File: config.mk
export PLATFORM = sky130hd
export DESIGN_NAME = jesd_tx_link_config
export DESIGN_NICKNAME = d
export VERILOG_FILES = /design/src/jesd_tx_link_config_pkg.sv /design/src/jesd_tx_link_config.sv /design/src/lane_skid_buffer.sv
export SDC_FILE = /design/constraint.sdc
export NUM_CORES = 1
export LEC_CHECK = 0
export ABC_AREA = 1
export BUFFER_PORTS_ARGS = -buffer_cell sky130_fd_sc_hd__buf_2
export CAP_MARGIN = 30
export CORE_MARGIN = 2
export CORE_UTILIZATION = 28
export DETAILED_ROUTE_END_ITERATION = 12
export GPL_TIMING_DRIVEN = 0
export PLACE_DENSITY_LB_ADDON = 0.2
export SETUP_SLACK_MARGIN = 0.1
export SKIP_CTS_REPAIR_TIMING = 1
export SLEW_MARGIN = 20
export SYNTH_ARGS = -nofsm -noshare
export SYNTH_HDL_FRONTEND = slang
export SYNTH_SLANG_ARGS = --single-unit
File: constraint.sdc
create_clock -name sys_clk -period 4.68 [get_ports sys_clk]
set_clock_uncertainty 0.1 [all_clocks]
set_input_delay 1.17 -clock sys_clk [delete_from_list [all_inputs] [get_ports sys_clk]]
set_output_delay 1.17 -clock sys_clk [all_outputs]
set_load 0.005 [all_outputs]
File: src/jesd_tx_link_config_pkg.sv
// Constants, register map and link states.
// Assumes 32-bit Avalon-MM, one word per register.
package jesd_tx_link_config_pkg;

	// Bus geometry
	localparam int unsigned ADDR_W   = 8;
	localparam int unsigned DATA_W   = 32;
	localparam int unsigned BE_W     = 4;
	localparam int unsigned REG_W    = 8;
	localparam int unsigned LANE_W   = 10;  // Octet, control flag, disparity flip

	// Register indices; byte address is four times the index
	localparam logic [ADDR_W-1:0] IDX_LINK_TEST_AND_FRAME_SELECT = 8'h03;
	localparam logic [ADDR_W-1:0] IDX_ALIGNMENT_DELAY_CONTROL    = 8'h04;
	localparam logic [ADDR_W-1:0] IDX_SCRAMBLER_CONTROL          = 8'h06;
	localparam logic [ADDR_W-1:0] IDX_MULTIFRAME_LENGTH_CONTROL  = 8'h07;
	localparam logic [ADDR_W-1:0] IDX_SERIALIZER_RATIO_CONTROL   = 8'h16;
	localparam logic [ADDR_W-1:0] IDX_LINK_OVERRIDE_CONTROL      = 8'h20;
	localparam logic [ADDR_W-1:0] IDX_LINK_STATUS                = 8'h21;

	// Reset values
	localparam logic [REG_W-1:0] RST_LINK_TEST_AND_FRAME_SELECT = 8'h04;
	localparam logic [1:0]       RST_ALIGNMENT_DELAY            = 2'h0;
	localparam logic [4:0]       RST_MULTIFRAME_LENGTH          = 5'h00;
	localparam logic [2:0]       RST_SERIALIZER_RATIO           = 3'h0;

	// Field positions
	localparam int unsigned LTP_HI      = 7;  // Link test pattern select, 7:5
	localparam int unsigned LTP_LO      = 5;
	localparam int unsigned RPAT_FLIP_B = 4;
	localparam int unsigned MASK_CLR_B  = 3;
	localparam int unsigned FA_HI_B     = 2;
	localparam int unsigned FA_LO_B     = 1;
	localparam int unsigned RAMP_EN_B   = 0;
	localparam int unsigned SCRAMBLE_B  = 7;
	localparam int unsigned MF_LEN_HI   = 4;
	localparam int unsigned SER_HI      = 6;
	localparam int unsigned SER_LO      = 4;
	localparam int unsigned OVR_EN_B    = 0;

	// Link test pattern codes
	localparam logic [2:0] TP_NORMAL     = 3'h0;
	localparam logic [2:0] TP_D21_5      = 3'h1;
	localparam logic [2:0] TP_K28_5      = 3'h2;
	localparam logic [2:0] TP_REPEAT_ILA = 3'h3;
	localparam logic [2:0] TP_RPAT       = 3'h4;

	// Characters
	localparam logic [7:0] CH_D21_5 = 8'hb5;
	localparam logic [7:0] CH_K28_5 = 8'hbc;
	localparam logic [7:0] CH_K28_0 = 8'h1c;
	localparam logic [7:0] CH_K28_3 = 8'h7c;
	localparam logic [7:0] CH_K28_4 = 8'h9c;

	// Multiframe and alignment figures
	localparam logic [5:0] DEFAULT_FRAMES = 6'h05;
	localparam logic [1:0] ILA_LAST_MF    = 2'h3;
	localparam logic [3:0] RPAT_LAST      = 4'hb;
	localparam logic [14:0] SCRAM_SEED    = 15'h7fff;

	// Link sequencing states, Gray ordered
	typedef enum logic [1:0] {
		ST_CGS   = 2'b00,
		ST_DELAY = 2'b01,
		ST_ILA   = 2'b11,
		ST_DATA  = 2'b10
	} link_state_t;

endpackage : jesd_tx_link_config_pkg

File: src/jesd_tx_link_config.sv
// Link config registers and lane pattern generator.
// Avalon-MM slave for software access.
// Assumes link inputs synchronous to sys_clk
// and one lane octet per frame.
// Function
// - Test field picks normal, D21.5, K28.5, RPAT
// - Code 011: K28.5 then endless alignment sequence
// - Disparity flip acts only during RPAT
// - Frame assembly bits, upper resets one
// - Ramp replaces data in 12-bit packing
// - Alignment start delayed zero to three multiframes
// - Bit 7 enables payload scrambling, reset off
// - Frames per multiframe is field plus one
// - Override clear means five frames per multiframe
`timescale 1ns/1ns
module jesd_tx_link_config
	import jesd_tx_link_config_pkg::*;
(
	input  wire logic              sys_clk,
	input  wire logic              rst,
	input  wire logic [ADDR_W-1:0] avs_address,
	input  wire logic              avs_read,
	input  wire logic              avs_write,
	input  wire logic [DATA_W-1:0] avs_writedata,
	input  wire logic [BE_W-1:0]   avs_byteenable,
	output logic      [DATA_W-1:0] avs_readdata,
	output logic                   avs_waitrequest,
	input  wire logic              sync_n,
	input  wire logic              twelve_bit_packing,
	input  wire logic              sample_valid,
	output logic                   sample_ready,
	input  wire logic [7:0]        sample_octet,
	output logic                   lane_valid,
	input  wire logic              lane_ready,
	output logic      [7:0]        lane_octet,
	output logic                   lane_is_control,
	output logic                   lane_disparity_flip,
	output logic      [1:0]        frame_assembly_select,
	output logic      [2:0]        serializer_ratio_select,
	output logic                   scramble_enable,
	output logic      [5:0]        frames_per_multiframe,
	output logic                   multiframe_clock_mask_clear
);

	// Whole module state
	typedef struct packed {
		logic [REG_W-1:0] link_test_and_frame_select; // Test and frame fields
		logic [1:0]       alignment_sequence_delay;   // Multiframes of delay
		logic             scramble_en;                // Payload scrambling
		logic [4:0]       multiframe_length;          // K minus one
		logic [2:0]       serializer_ratio;           // Ratio field
		logic             override_en;                // Use programmed K
		logic             rd_done;                    // Read answer cycle
		logic [DATA_W-1:0] readdata;                  // Registered read data
		link_state_t      state;                      // Link sequencing
		logic [4:0]       frame_index;                // Position in multiframe
		logic [1:0]       delay_left;                 // Multiframes still to wait
		logic [1:0]       ila_mf;                     // Alignment multiframe
		logic [3:0]       rpat_index;                 // RPAT octet position
		logic [7:0]       ramp;                       // Ramp value
		logic [14:0]      scram;                      // Scrambler history
		logic             k28_5_sent;                 // Lead character done
	} state_t;

	state_t cur;   // Registered state
	state_t next_; // Next state

	// Byte address of a register index
	function automatic logic [ADDR_W-1:0] reg_addr(input logic [ADDR_W-1:0] idx);
		reg_addr = {idx[ADDR_W-3:0], 2'b00};
	endfunction : reg_addr

	// Scrambler 1 + x^14 + x^15, msb first
	function automatic logic [22:0] scramble_octet(input logic [14:0] hist,
	                                               input logic [7:0]  din);
		logic [14:0] h;
		logic [7:0]  dout;
		h    = hist;
		dout = '0;
		for (int i = 7; i >= 0; i--) begin
			dout[i] = din[i] ^ h[14] ^ h[13];
			h       = {h[13:0], dout[i]};
		end
		scramble_octet = {h, dout};
	endfunction : scramble_octet

	// Repeating 12-octet random pattern
	function automatic logic [7:0] rpat_octet(input logic [3:0] idx);
		case (idx)
			4'h0:    rpat_octet = 8'hbe;
			4'h1:    rpat_octet = 8'hd7;
			4'h2:    rpat_octet = 8'h23;
			4'h3:    rpat_octet = 8'h47;
			4'h4:    rpat_octet = 8'h6b;
			4'h5:    rpat_octet = 8'h8f;
			4'h6:    rpat_octet = 8'hb3;
			4'h7:    rpat_octet = 8'h14;
			4'h8:    rpat_octet = 8'h5e;
			4'h9:    rpat_octet = 8'hfb;
			4'ha:    rpat_octet = 8'h35;
			default: rpat_octet = 8'h59;
		endcase
	endfunction : rpat_octet

	// Decoded fields
	logic [2:0] test_sel;   // Link test pattern select
	logic [5:0] k_frames;   // Frames per multiframe in use
	logic       last_frame; // Multiframe boundary octet
	logic       ramp_mode;  // Ramp replaces samples

	assign test_sel  = cur.link_test_and_frame_select[LTP_HI:LTP_LO];
	assign ramp_mode = cur.link_test_and_frame_select[RAMP_EN_B]
	                   & twelve_bit_packing;
	// K under override, else five
	assign k_frames  = cur.override_en ? ({1'b0, cur.multiframe_length} + 6'h01)
	                                   : DEFAULT_FRAMES;
	// Wrap catches K shrinking
	assign last_frame = ({1'b0, cur.frame_index} >= (k_frames - 6'h01));

	// Configuration outputs
	assign frame_assembly_select = {cur.link_test_and_frame_select[FA_HI_B],
	                                cur.link_test_and_frame_select[FA_LO_B]};
	assign serializer_ratio_select     = cur.serializer_ratio;
	assign scramble_enable             = cur.scramble_en;
	assign frames_per_multiframe       = k_frames;
	assign multiframe_clock_mask_clear = cur.link_test_and_frame_select[MASK_CLR_B];

	// Generator to buffer handshake
	logic              gen_valid;  // Octet offered
	logic              gen_ready;  // Buffer has room
	logic              advance;    // Octet taken this cycle
	logic [7:0]        gen_octet;  // Octet content
	logic              gen_k;      // Control character flag
	logic              gen_flip;   // Disparity change request
	logic [7:0]        ila_octet;  // Alignment sequence octet
	logic              ila_k;      // Alignment octet is control
	logic [22:0]       scram_out;  // Scrambler history and octet

	assign advance   = gen_valid & gen_ready;
	assign scram_out = scramble_octet(cur.scram, sample_octet);
	// Samples drain only in payload
	assign sample_ready = gen_ready & (test_sel == TP_NORMAL)
	                      & (cur.state == ST_DATA) & ~ramp_mode;

	// Alignment octets: K28.0, K28.3, K28.4
	always_comb begin
		ila_octet = {3'h0, cur.frame_index};
		ila_k     = 1'b0;
		if (last_frame) begin
			ila_octet = CH_K28_3;
			ila_k     = 1'b1;
		end else if (cur.frame_index == 5'h00) begin
			ila_octet = CH_K28_0;
			ila_k     = 1'b1;
		end else if ((cur.ila_mf == 2'h1) && (cur.frame_index == 5'h01)) begin
			ila_octet = CH_K28_4;
			ila_k     = 1'b1;
		end
	end

	// Lane content selection
	always_comb begin
		gen_valid = 1'b1;
		gen_octet = CH_K28_5;
		gen_k     = 1'b1;
		gen_flip  = 1'b0;
		case (test_sel)
			TP_D21_5: begin
				gen_octet = CH_D21_5;
				gen_k     = 1'b0;
			end
			TP_K28_5: begin
				gen_octet = CH_K28_5;
			end
			TP_RPAT: begin
				gen_octet = rpat_octet(cur.rpat_index);
				gen_k     = 1'b0;
				gen_flip  = cur.link_test_and_frame_select[RPAT_FLIP_B];
			end
			TP_REPEAT_ILA: begin
				// One K28.5, then alignment forever
				if (cur.k28_5_sent) begin
					gen_octet = ila_octet;
					gen_k     = ila_k;
				end
			end
			default: begin
				// Normal data, also unused codes
				case (cur.state)
					ST_ILA: begin
						gen_octet = ila_octet;
						gen_k     = ila_k;
					end
					ST_DATA: begin
						gen_k = 1'b0;
						if (ramp_mode) begin
							gen_octet = cur.ramp;
						end else if (cur.scramble_en) begin
							gen_octet = scram_out[7:0];
							gen_valid = sample_valid;
						end else begin
							gen_octet = sample_octet;
							gen_valid = sample_valid;
						end
					end
					default: begin
						// Sync and delay send K28.5
						gen_octet = CH_K28_5;
					end
				endcase
			end
		endcase
	end

	// Registers and link sequencing
	always_comb begin
		next_ = cur;

		// Read answers one cycle late
		next_.rd_done = avs_read & ~cur.rd_done;
		if (avs_read & ~cur.rd_done) begin
			next_.readdata = '0;
			case (avs_address)
				reg_addr(IDX_LINK_TEST_AND_FRAME_SELECT):
					next_.readdata[REG_W-1:0] = cur.link_test_and_frame_select;
				reg_addr(IDX_ALIGNMENT_DELAY_CONTROL):
					next_.readdata[1:0] = cur.alignment_sequence_delay;
				reg_addr(IDX_SCRAMBLER_CONTROL):
					next_.readdata[SCRAMBLE_B] = cur.scramble_en;
				reg_addr(IDX_MULTIFRAME_LENGTH_CONTROL):
					next_.readdata[MF_LEN_HI:0] = cur.multiframe_length;
				reg_addr(IDX_SERIALIZER_RATIO_CONTROL):
					next_.readdata[SER_HI:SER_LO] = cur.serializer_ratio;
				reg_addr(IDX_LINK_OVERRIDE_CONTROL):
					next_.readdata[OVR_EN_B] = cur.override_en;
				reg_addr(IDX_LINK_STATUS):
					next_.readdata[REG_W-1:0] = {cur.frame_index, sync_n, cur.state};
				default: begin
					// Unmapped reads as zero
					next_.readdata = '0;
				end
			endcase
		end

		// Writes never wait; low byte only
		if (avs_write && avs_byteenable[0]) begin
			case (avs_address)
				reg_addr(IDX_LINK_TEST_AND_FRAME_SELECT):
					next_.link_test_and_frame_select = avs_writedata[REG_W-1:0];
				reg_addr(IDX_ALIGNMENT_DELAY_CONTROL):
					next_.alignment_sequence_delay = avs_writedata[1:0];
				reg_addr(IDX_SCRAMBLER_CONTROL):
					next_.scramble_en = avs_writedata[SCRAMBLE_B];
				reg_addr(IDX_MULTIFRAME_LENGTH_CONTROL):
					next_.multiframe_length = avs_writedata[MF_LEN_HI:0];
				reg_addr(IDX_SERIALIZER_RATIO_CONTROL):
					next_.serializer_ratio = avs_writedata[SER_HI:SER_LO];
				reg_addr(IDX_LINK_OVERRIDE_CONTROL):
					next_.override_en = avs_writedata[OVR_EN_B];
				default: begin
					// Status and unmapped ignore writes
					next_.override_en = cur.override_en;
				end
			endcase
		end

		// Lead character rearms off repeat mode
		if (test_sel != TP_REPEAT_ILA) begin
			next_.k28_5_sent = 1'b0;
		end

		// Timing moves with octets taken
		if (advance) begin
			next_.frame_index = last_frame ? 5'h00 : (cur.frame_index + 5'h01);
			next_.ramp        = cur.ramp + 8'h01;
			next_.rpat_index  = (cur.rpat_index >= RPAT_LAST) ? 4'h0
			                    : (cur.rpat_index + 4'h1);
			if ((test_sel == TP_NORMAL) && (cur.state == ST_DATA)
			    && cur.scramble_en && !ramp_mode) begin
				next_.scram = scram_out[22:8];
			end
			if (test_sel == TP_REPEAT_ILA) begin
				next_.k28_5_sent = 1'b1;
				if (cur.k28_5_sent && last_frame) begin
					next_.ila_mf = cur.ila_mf + 2'h1;
				end
			end
		end

		// Link sequencing in normal data mode
		if (test_sel == TP_NORMAL) begin
			case (cur.state)
				ST_CGS: begin
					// Leave sync at multiframe end
					if (advance && sync_n && last_frame) begin
						next_.ila_mf     = 2'h0;
						next_.delay_left = cur.alignment_sequence_delay;
						next_.state      = (cur.alignment_sequence_delay == 2'h0)
						                   ? ST_ILA : ST_DELAY;
					end
				end
				ST_DELAY: begin
					// Multiframes of K28.5 first
					if (advance && last_frame) begin
						next_.delay_left = cur.delay_left - 2'h1;
						if (cur.delay_left == 2'h1) begin
							next_.state = ST_ILA;
						end
					end
				end
				ST_ILA: begin
					if (advance && last_frame) begin
						next_.ila_mf = cur.ila_mf + 2'h1;
						if (cur.ila_mf == ILA_LAST_MF) begin
							next_.state = ST_DATA;
						end
					end
				end
				ST_DATA: begin
					next_.state = ST_DATA;
				end
				default: begin
					next_.state = ST_CGS;
				end
			endcase
			// Resync request wins
			if (!sync_n) begin
				next_.state = ST_CGS;
			end
		end else begin
			// Test patterns restart sequencing
			next_.state = ST_CGS;
		end
	end

	// State register
	always_ff @(posedge sys_clk or posedge rst) begin
		if (rst) begin
			cur                            <= '0;
			cur.link_test_and_frame_select <= RST_LINK_TEST_AND_FRAME_SELECT;
			cur.alignment_sequence_delay   <= RST_ALIGNMENT_DELAY;
			cur.multiframe_length          <= RST_MULTIFRAME_LENGTH;
			cur.serializer_ratio           <= RST_SERIALIZER_RATIO;
			cur.state                      <= ST_CGS;
			cur.scram                      <= SCRAM_SEED;
		end else begin
			cur <= next_;
		end
	end

	// Read waits one cycle, writes none
	assign avs_waitrequest = avs_read & ~cur.rd_done;
	assign avs_readdata    = cur.readdata;

	// Stall by receiver loses nothing
	logic [LANE_W-1:0] lane_word; // Buffered octet and flags

	lane_skid_buffer #(
		.WIDTH (LANE_W)
	) u_lane_buffer (
		.sys_clk   (sys_clk),
		.rst       (rst),
		.in_valid  (gen_valid),
		.in_ready  (gen_ready),
		.in_data   ({gen_flip, gen_k, gen_octet}),
		.out_valid (lane_valid),
		.out_ready (lane_ready),
		.out_data  (lane_word)
	);

	assign lane_octet          = lane_word[7:0];
	assign lane_is_control     = lane_word[8];
	assign lane_disparity_flip = lane_word[9];

endmodule : jesd_tx_link_config

File: src/lane_skid_buffer.sv
// Two-entry lane buffer.
// Assumes the drain may stall at any time.
`timescale 1ns/1ns
module lane_skid_buffer
	import jesd_tx_link_config_pkg::*;
#(
	parameter int unsigned WIDTH = LANE_W
) (
	input  wire logic             sys_clk,
	input  wire logic             rst,
	input  wire logic             in_valid,
	output logic                  in_ready,
	input  wire logic [WIDTH-1:0] in_data,
	output logic                  out_valid,
	input  wire logic             out_ready,
	output logic      [WIDTH-1:0] out_data
);

	// Whole buffer state
	typedef struct packed {
		logic [1:0][WIDTH-1:0] mem;    // Two storage words
		logic                  wr_ptr; // Next slot to fill
		logic                  rd_ptr; // Oldest slot
		logic [1:0]            count;  // Words held
	} buf_t;

	buf_t cur;   // Registered state
	buf_t next_; // Next state
	logic push;  // Word accepted
	logic pop;   // Word drained

	// Flags from the count
	assign in_ready  = (cur.count != 2'h2);
	assign out_valid = (cur.count != 2'h0);
	assign out_data  = cur.mem[cur.rd_ptr];
	assign push      = in_valid & in_ready;
	assign pop       = out_valid & out_ready;

	// Pointer and count update
	always_comb begin
		next_ = cur;
		if (push) begin
			next_.mem[cur.wr_ptr] = in_data;
			next_.wr_ptr          = ~cur.wr_ptr;
		end
		if (pop) begin
			next_.rd_ptr = ~cur.rd_ptr;
		end
		case ({push, pop})
			2'b10:   next_.count = cur.count + 2'h1;
			2'b01:   next_.count = cur.count - 2'h1;
			default: next_.count = cur.count;
		endcase
	end

	// State register
	always_ff @(posedge sys_clk or posedge rst) begin
		if (rst) begin
			cur <= '0;
		end else begin
			cur <= next_;
		end
	end

endmodule : lane_skid_buffer

==> metrics.csv, run 1 <==
metric;value;unit
run status;complete, no violations;
overall die width;149;um
commonest non-fill, non-tap cell in the layout;nand2_1;
synth top area cells;dfrtp_1 (32%), nand2_1 (13%), dfstp_2 (7.2%);
YS warnings;0;
layout cell share with drive strength beyond 1;21.6;%
sequential area share after synthesis;39.6;%
CP dominant cell by count;nand2_1;
CTS Buffer Depth;2;
Main synth FF type;dfrtp_1;
H-tree levels;3;
drt wl/cell;13.4;um
register bit total from synthesis;92;
Synth Cell Area;5860;um2
Worst-Skew Late Latency;0.35;ns
DRT iter0 DRCs;216;
Setup crit end kind;register;
clock period minus final worst setup slack;3.25;ns
fillers;2193;
Worst Path Buf+Inv;3;
first-pass GRT wire length;25100;um
critical path data required time;4.81;ns
Peak supply drop;0.203;mV
Post-Route Utilization;34.2;%
crit path DAT;3.39;ns
Yosys cell types;45;
Buffers on Ports;66;
pin count of the biggest net entering global routing;73;
Synth async-reset ratio;100;%
Post-synth EDFFs;0;
core area;20400;um2
Crit path largest cell delay;0.48;ns
clk sinks;92;
Avg Cell Area, Syn;7.80;um2
final WL;15100;um
number of global-route vias before repair;4817;
Final period util;69.5;%
CTS Buf Count;9;
Layout area overhead;18.8;%
crit-path cells;ha_1, xor2_1, inv_1, nand2_1, nand2_1, o21ai_0, inv_1, ha_1, nand2_1, inv_1, nand2_1, nand3b_1, nand2_1, nand2_1, nand2_4, nand3_1, o21ai_1, nand2_1, nand2_1, nand2_1;
Max FO, Critical Path;7;
share of the synthesized area in the top cell type;32.4;%
hold_ws;0.374;ns
NumNets Final;939;
Via Count;5011;
Antenna Cells;0;
I/O pins;118;
Pre-antenna DRT Iters;4;
clock slew at reported path FFs;0.07;ns
Final Max Slew Viols;0;
remaining antenna violation count after routing;0;
All-Layer GR Usage;14.3;%
Synth area leader;dfrtp_1;
root buffer cell;clkbuf_16;
Min-Delay Path Class;register to register;
routability cong.;0.804;
final hold violations;0;
HPWL after detailed placement;11700;um
Crit path max-delay family;simple AND/OR/NAND/NOR gates;
GRT overflow;0;
unrepaired setup endpoints after global routing;false;
leakage power;3.54;nW
DRC violation count after routing;0;
most frequent cells in the layout;nand2_1 (200), dfrtp_1 (76), inv_1 (73), buf_2 (73), o21ai_0 (60);
starting density of the core;28.8;%
crit start category;register;
antenna violations before repair;0;
Die Span Y;149;um
Via density;4.44;
CP max-delay cell;dfrtp_1;
final number of setup-violating endpoints;0;
gate count of the mapped netlist;752;
Max Cap Viol;0;
fmax;0.307;GHz
PD cells;439;nW/um2
TritonCTS clock tree;done;
Die Area;22100;um2
# rows;52;
Worst Setup Path Type;register to register;
==> logic make-up (layout without fill, tap and decap cells) <==
logic type,count (synthesis),in the layout,share of synthesized area [%]
AOI/OAI and AO/OA,120,120,11.3
xor gates and xnor gates,28,28,4.18
adders and majority gates,26,26,5.55
buffers and inverters,137,220,11.6
DFF,92,92,39.6
muxes,7,7,1.34
other,1,24,0.0640
and+or+nand+nor,341,341,26.4
==> per-stage QoR <==
step / setup WS [ns] / power, mW / std cells / cell area (um2) / TNS [ns]
2_1_floorplan: 1.04 / 1.94 / 775 / 5950 / 0
3_3_place_gp: -0.353 / 2.30 / 1111 / 6620 / -26.29
3_5_place_dp: 1.45 / 2.31 / 1112 / 6650 / 0
4_1_cts: 1.42 / 3.10 / 1128 / 6970 / 0
5_1_grt: 1.07 / 3.32 / 1128 / 6970 / 0
6_report: 1.43 / 3.06 / 1128 / 6970 / 0
==> sequential cells by signal (all words and copies together), names as in the netlist <==
name	cells
scramble_enable	1
avs_readdata	8
u_lane_buffer.cur	24
cur	53
serializer_ratio_select	3
multiframe_clock_mask_clear	1
frame_assembly_select	2
==> worst reg2reg max path: cells and delay by family (launching register included) <==
kind | cells | cell delay, ns
AO/OA/AOI/OAI | 2 | 0.35
XOR/XNOR | 1 | 0.32
adder cells (fa/ha/maj) | 2 | 0.52
buffers and inverters | 3 | 0.16
flip-flops | 1 | 0.48
AND/OR/NAND/NOR | 12 | 1.20
==> cells in the mapped netlist (all sizes together) (11+ instances only) <==
| cell type | n |
|---|---|
| o21ai | 66 |
| dfrtp | 76 |
| ha | 26 |
| a21oi | 28 |
| nand4 | 11 |
| buf | 47 |
| xnor2 | 11 |
| dfstp | 16 |
| nand2 | 213 |
| xor2 | 17 |
| nor2 | 50 |
| nand3 | 51 |
| inv | 79 |
==> path summary, 6_finish.rpt <==
check	startpoint	endpoint	slack, ns	cells after the start
worst min-delay path	cur[22]$_DFFE_PP0P_	cur[22]$_DFFE_PP0P_	0.37	1
min in group asynchronous	rst	cur[71]$_DFF_PP0_	0.66	2
worst max register to register	cur[76]$_DFFE_PP0P_	u_lane_buffer.cur[22]$_DFFE_PP0P_	1.43	20
worst max-delay path	cur[76]$_DFFE_PP0P_	u_lane_buffer.cur[22]$_DFFE_PP0P_	1.43	20
max in group asynchronous	rst	cur[8]$_DFFE_PP1P_	3.16	3
worst min register to register	cur[22]$_DFFE_PP0P_	cur[22]$_DFFE_PP0P_	0.37	1
==> routing by layer <==
metal,part of all wire (%),track usage [%],vias to the layer above
li1,-,-,2585
met1,50,20.4,2340
met2,47,22.9,79
met3,2.7,2.27,7
met4,0.77,3.38,0
met5,0,0,-
==> layout make-up <==
| class | instances | area [um2] | area share [%] |
|---|---|---|---|
| multi-input cells | 546 | 2950 | 42.3 |
| flip-flops and latches | 92 | 2320 | 33.3 |
| repair buffers | 67 | 358 | 5.14 |
| plain buffers | 52 | 358 | 5.14 |
| well taps | 270 | 338 | 4.85 |
| inverters | 85 | 325 | 4.67 |
| clock buffers | 13 | 293 | 4.20 |
| clock inverters | 3 | 23.8 | 0.341 |
==> power breakdown <==
part	total (mW)	internal, mW	switching, mW
clock	0.773	0.443	0.330
combinational	1.17	0.414	0.755
sequential	1.11	0.971	0.142
Power figures use the tool's default switching activity.
==> inputs of run 2 (changes only) <==
==> constraint.sdc (replaced) <==
create_clock -name sys_clk -period 3.4 [get_ports sys_clk]
set_clock_uncertainty 0.1 [all_clocks]
set_input_delay 0.85 -clock sys_clk [delete_from_list [all_inputs] [get_ports sys_clk]]
set_output_delay 0.85 -clock sys_clk [all_outputs]
set_load 0.005 [all_outputs]
==> run 2 against run 1 <==
  * Sequential cell count unchanged
  * Cell count rose by 0.18%
  * Global-route usage is 0.10 points higher
  * Critical path type unchanged
  * Critical endpoint unchanged
==> metrics.csv, run 2 (synthesis results as in run 1) <==
metric;value;unit
run status;complete, no violations;
met3 GRT Util;2.98;%
final hold violations;0;
Worst Setup Path Type;register to register;
hold_ws;0.364;ns
final WL;15200;um
met2 track demand over resource;23.6;%
Final Max Slew Viols;0;
Final period util;85.5;%
# rows;52;
Die Span Y;149;um
I/O pins;118;
remaining antenna violation count after routing;0;
Worst R2R Path Depth;18;
Layout area overhead;18.9;%
setup TNS;0;ns
core area;20400;um2
NumNets Final;941;
pre-CTS setup slack;0.173;ns
Biggest register;cur;
clock period minus final worst setup slack;2.91;ns
Slew headroom;66.1;%
clock slew at reported path FFs;0.07;ns
first-pass GRT wire length;25200;um
starting density of the core;28.8;%
crit-path cells;ha_2, nand2_1, nand2_2, nor2_4, xor2_1, ha_1, nand2_1, inv_1, nand2_1, nand3b_1, nand2_1, nand2_2, nand2_4, nand3_1, o21ai_2, nand2_1, nand2_1, nand2_1;
Peak supply drop;0.281;mV
Pre-antenna DRT Iters;5;
Crit path max-delay family;simple AND/OR/NAND/NOR gates;
Antenna Cells;0;
overall die width;149;um
Layout Cells excl Fill;1130;
critical path data required time;3.54;ns
worst hold stages;1;
unrepaired setup endpoints after global routing;false;
Min-Delay Path Class;register to register;
Crit path largest cell delay;0.46;ns
number of global-route vias before repair;4818;
DRT iter0 DRCs;268;
Die Area;22100;um2
final number of setup-violating endpoints;0;
most frequent cells in the layout;nand2_1 (199), dfrtp_1 (74), inv_1 (73), buf_2 (73), o21ai_0 (60);
placed cell count;1114;
Setup crit end kind;register;
CTS Buf Count;9;
TritonCTS clock tree;done;
H-tree levels;3;
CTS Buffer Depth;2;
All-Layer GR Usage;14.4;%
Worst-Skew Late Latency;0.35;ns
HPWL after detailed placement;11800;um
commonest non-fill, non-tap cell in the layout;nand2_1;
DRC violation count after routing;0;
root buffer cell;clkbuf_16;
routability cong.;0.799;
Via density;4.44;
worst-margin pin slew;0.509;ns
antenna violations before repair;0;
Via Count;5017;
pin count of the biggest net entering global routing;30;
fmax;0.344;GHz
layer with the highest usage;met2;
CP Depth;18;
crit start category;register;
Final WS setup;0.495;ns
Max FO, Critical Path;7;
total power;4.10;mW
clk sinks;92;
Worst Path Buf+Inv;1;
layout cell share with drive strength beyond 1;22.3;%
max FFs per register;53;
M1 GR Usage;19.8;%
GRT overflow;0;
CP dominant cell by count;nand2_1;
Max Cap Viol;0;
drt wl/cell;13.4;um
leakage power;3.53;nW
CP max-delay cell;dfrtp_2;
crit path DAT;3.05;ns
Buffers on Ports;66;
PD cells;589;nW/um2
run 2: cell types whose count changed in the layout (fill, tap and decap cells not counted), sizes merged:
cell	change
buf	+2
clkbuf	-2
clkinv	+1
inv	+1
run 2: power by group:
group | internal [mW] | switching [mW]
logic | 0.577 | 1.03
clock network | 0.502 | 0.459
registers | 1.34 | 0.195
total | 2.42 | 1.69
run 2: metrics by stage:
| stage | utilization [%] | area [um2] |
|---|---|---|
| 2_1_floorplan | - | 5950 |
| 3_3_place_gp | 32.5 | 6620 |
| 3_5_place_dp | 32.8 | 6680 |
| 4_1_cts | 34.1 | 6950 |
| 5_1_grt | 34.2 | 6970 |
| 6_report | 34.2 | 6970 |
run 2: per-layer routing:
metal	vias to the layer above	part of all wire, %	wire length (um)
met3	9	3.7	565
met2	80	47	7080
met1	2330	49	7410
li1	2598	-	-
met5	-	0	0
met4	0	0.79	120
run 2: final timing paths:
check | from | endpoint | slack, ns
max in group asynchronous | rst | cur[77]$_DFFE_PP0P_ | 2.11
hold / removal | cur[23]$_DFFE_PP0P_ | cur[23]$_DFFE_PP0P_ | 0.36
hold reg to reg | cur[23]$_DFFE_PP0P_ | cur[23]$_DFFE_PP0P_ | 0.36
setup reg to reg | cur[76]$_DFFE_PP0P_ | u_lane_buffer.cur[22]$_DFFE_PP0P_ | 0.49
min in group asynchronous | rst | avs_readdata[7]$_DFFE_PP0P_ | 0.42
setup / recovery | cur[76]$_DFFE_PP0P_ | u_lane_buffer.cur[22]$_DFFE_PP0P_ | 0.49
run 2: cell type report:
class | count | area (um2)
Timing Repair Buffer | 69 | 390
Clock buffer | 11 | 233
Sequential cell | 92 | 2320
Tap cell | 270 | 338
Fill cell | 2207 | 13400
Multi-Input combinational cell | 546 | 2960
Clock inverter | 5 | 37.5
Inverter | 85 | 324
Buffer | 52 | 358
==> inputs of run 3 (changes only) <==
--- a/config.mk
+++ b/config.mk
@@ -10,6 +10,7 @@
 export CAP_MARGIN = 30
 export CORE_MARGIN = 2
 export CORE_UTILIZATION = 28
+export CTS_BUF_LIST = sky130_fd_sc_hd__clkbuf_2
 export DETAILED_ROUTE_END_ITERATION = 12
 export GPL_TIMING_DRIVEN = 0
 export PLACE_DENSITY_LB_ADDON = 0.2
==> run 3 against run 2 <==
  * First-iteration DRC count is 0.37% lower
  * Worst setup slack got worse by 0.028 ns
  * Die area unchanged
  * Utilization down 0.80 points
  * Largest power group unchanged
  * Highest routed layer unchanged
  * Cell count is 0.27% higher
  * Clock-buffer cell count stayed put
  * Clock power down 46%
  * Combinational power barely moved
  * Sequential power barely moved
  * Critical endpoint is now sample_ready
  * Wire length fell by 0.11%
  * Sequential share of layout area grew 0.80 points
==> metrics.csv, run 3 (synthesis results as in run 1) <==
metric;value;unit
fmax;0.341;GHz
layout cell share with drive strength beyond 1;22.6;%
Layout Cells excl Fill;1133;
TritonCTS clock tree;done;
core area;20400;um2
Die Area;22100;um2
drt wl/cell;13.4;um
top layer in use;met4;
root buffer cell;clkbuf_2;
clk sinks;92;
setup TNS;0;ns
Worst Setup Path Type;register to primary output;
Layout area overhead;16.1;%
Post-Route Utilization;33.4;%
Final Max Slew Viols;0;
Area after DPL;6680;um2
metal1 wirelength;7420;um
placed cell count;1114;
clock slew at reported path FFs;0.27;ns
# rows;52;
metal3 WL;542;um
Max Cap Viol;0;
Post-Layout Inst Area;6810;um2
Via Count;5028;
commonest non-fill, non-tap cell in the layout;nand2_1;
I/O pins;118;
final number of setup-violating endpoints;0;
DRC violation count after routing;0;
pre-CTS setup slack;0.173;ns
fillers;2231;
Peak supply drop;0.195;mV
Worst-Skew Late Latency;0.61;ns
final hold violations;0;
remaining antenna violation count after routing;0;
critical path data required time;2.45;ns
CTS Buffer Depth;2;
All-Layer GR Usage;14.3;%
overall die width;149;um
HPWL after detailed placement;11800;um
crit path DAT;1.98;ns
H-tree levels;3;
first-pass GRT wire length;25000;um
Final period util;86.3;%
GRT overflow;0;
run status;complete, no violations;
pin count of the biggest net entering global routing;30;
Min-Delay Path Class;input port to asynchronous set/reset pin;
Setup crit end kind;primary output;
CTS Buf Count;9;
Slew headroom;66.6;%
DRT iter0 DRCs;267;
hold_ws;0.102;ns
crit start category;register;
register area;2320;um2
Pre-antenna DRT Iters;4;
worst-margin pin slew;0.496;ns
routability cong.;0.799;
Max FO, Critical Path;9;
most frequent cells in the layout;nand2_1 (199), dfrtp_1 (74), inv_1 (73), buf_2 (73), o21ai_0 (60);
PD cells;538;nW/um2
antenna violations before repair;1;
number of global-route vias before repair;4800;
starting density of the core;28.8;%
max FFs per register;53;
area of the multi-input gates;2960;um2
leakage power;3.48;nW
NumNets Final;943;
unrepaired setup endpoints after global routing;false;
Buffers on Ports;66;
Biggest register;cur;
routed wl met2;7040;um
Via density;4.44;
Die Span Y;149;um
final WL;15200;um
total power;3.66;mW
Final WS setup;0.466;ns
clock period minus final worst setup slack;2.93;ns
## run 3: changes by cell type in the layout (fill, tap and decap cells not counted), sizes merged
cell   before  now
buf       116  118
diode       0    1
## run 3: area by class of cell
type                       count  area share [%]
multi-input combinational    546            43.5
sequential                    92            34.2
timing repair buffer          71            5.96
buffer                        52            5.26
tap                          270            4.96
inverter                      85            4.76
clock buffer                  11           0.809
clock inverter                 5           0.551
antenna                        1          0.0368
## run 3: path summary, 6_finish.rpt
| kind | endpoint | cells past startpoint | slack, ns | from |
|---|---|---|---|---|
| hold reg to reg | cur[23]$_DFFE_PP0P_ | 1 | 0.38 | cur[23]$_DFFE_PP0P_ |
| setup / recovery | sample_ready | 6 | 0.47 | cur[37]$_DFFE_PP0P_ |
| min in group sys_clk | frame_assembly_select[1]$_DFFE_PP1P_ | 3 | 0.33 | avs_writedata[2] |
| max in group asynchronous | cur[27]$_DFFE_PP0P_ | 4 | 2.41 | rst |
| setup reg to reg | u_lane_buffer.cur[22]$_DFFE_PP0P_ | 20 | 0.50 | cur[77]$_DFFE_PP0P_ |
| hold / removal | avs_readdata[7]$_DFFE_PP0P_ | 2 | 0.10 | rst |
## run 3: power breakdown
| part | switching, mW | leakage (nW) | internal (mW) |
|---|---|---|---|
| clock network | 0.413 | 0.0634 | 0.108 |
| logic | 1.03 | 2.29 | 0.578 |
| registers | 0.197 | 1.12 | 1.33 |
| total | 1.64 | 3.48 | 2.02 |
## run 3: per-layer routing
metal	global-route usage, %	vias up
li1	-	2599
met1	19.6	2336
met2	23.6	82
met3	2.52	11
met4	3.14	0
met5	0	-
## run 3: worst max-delay path, stage by stage (launching register included)
cell     delay (ns)
dfrtp_1        0.47
inv_1          0.13
ha_1           0.18
buf_2          0.21
nand3_1        0.09
nor2_1         0.16
buf_2          0.15
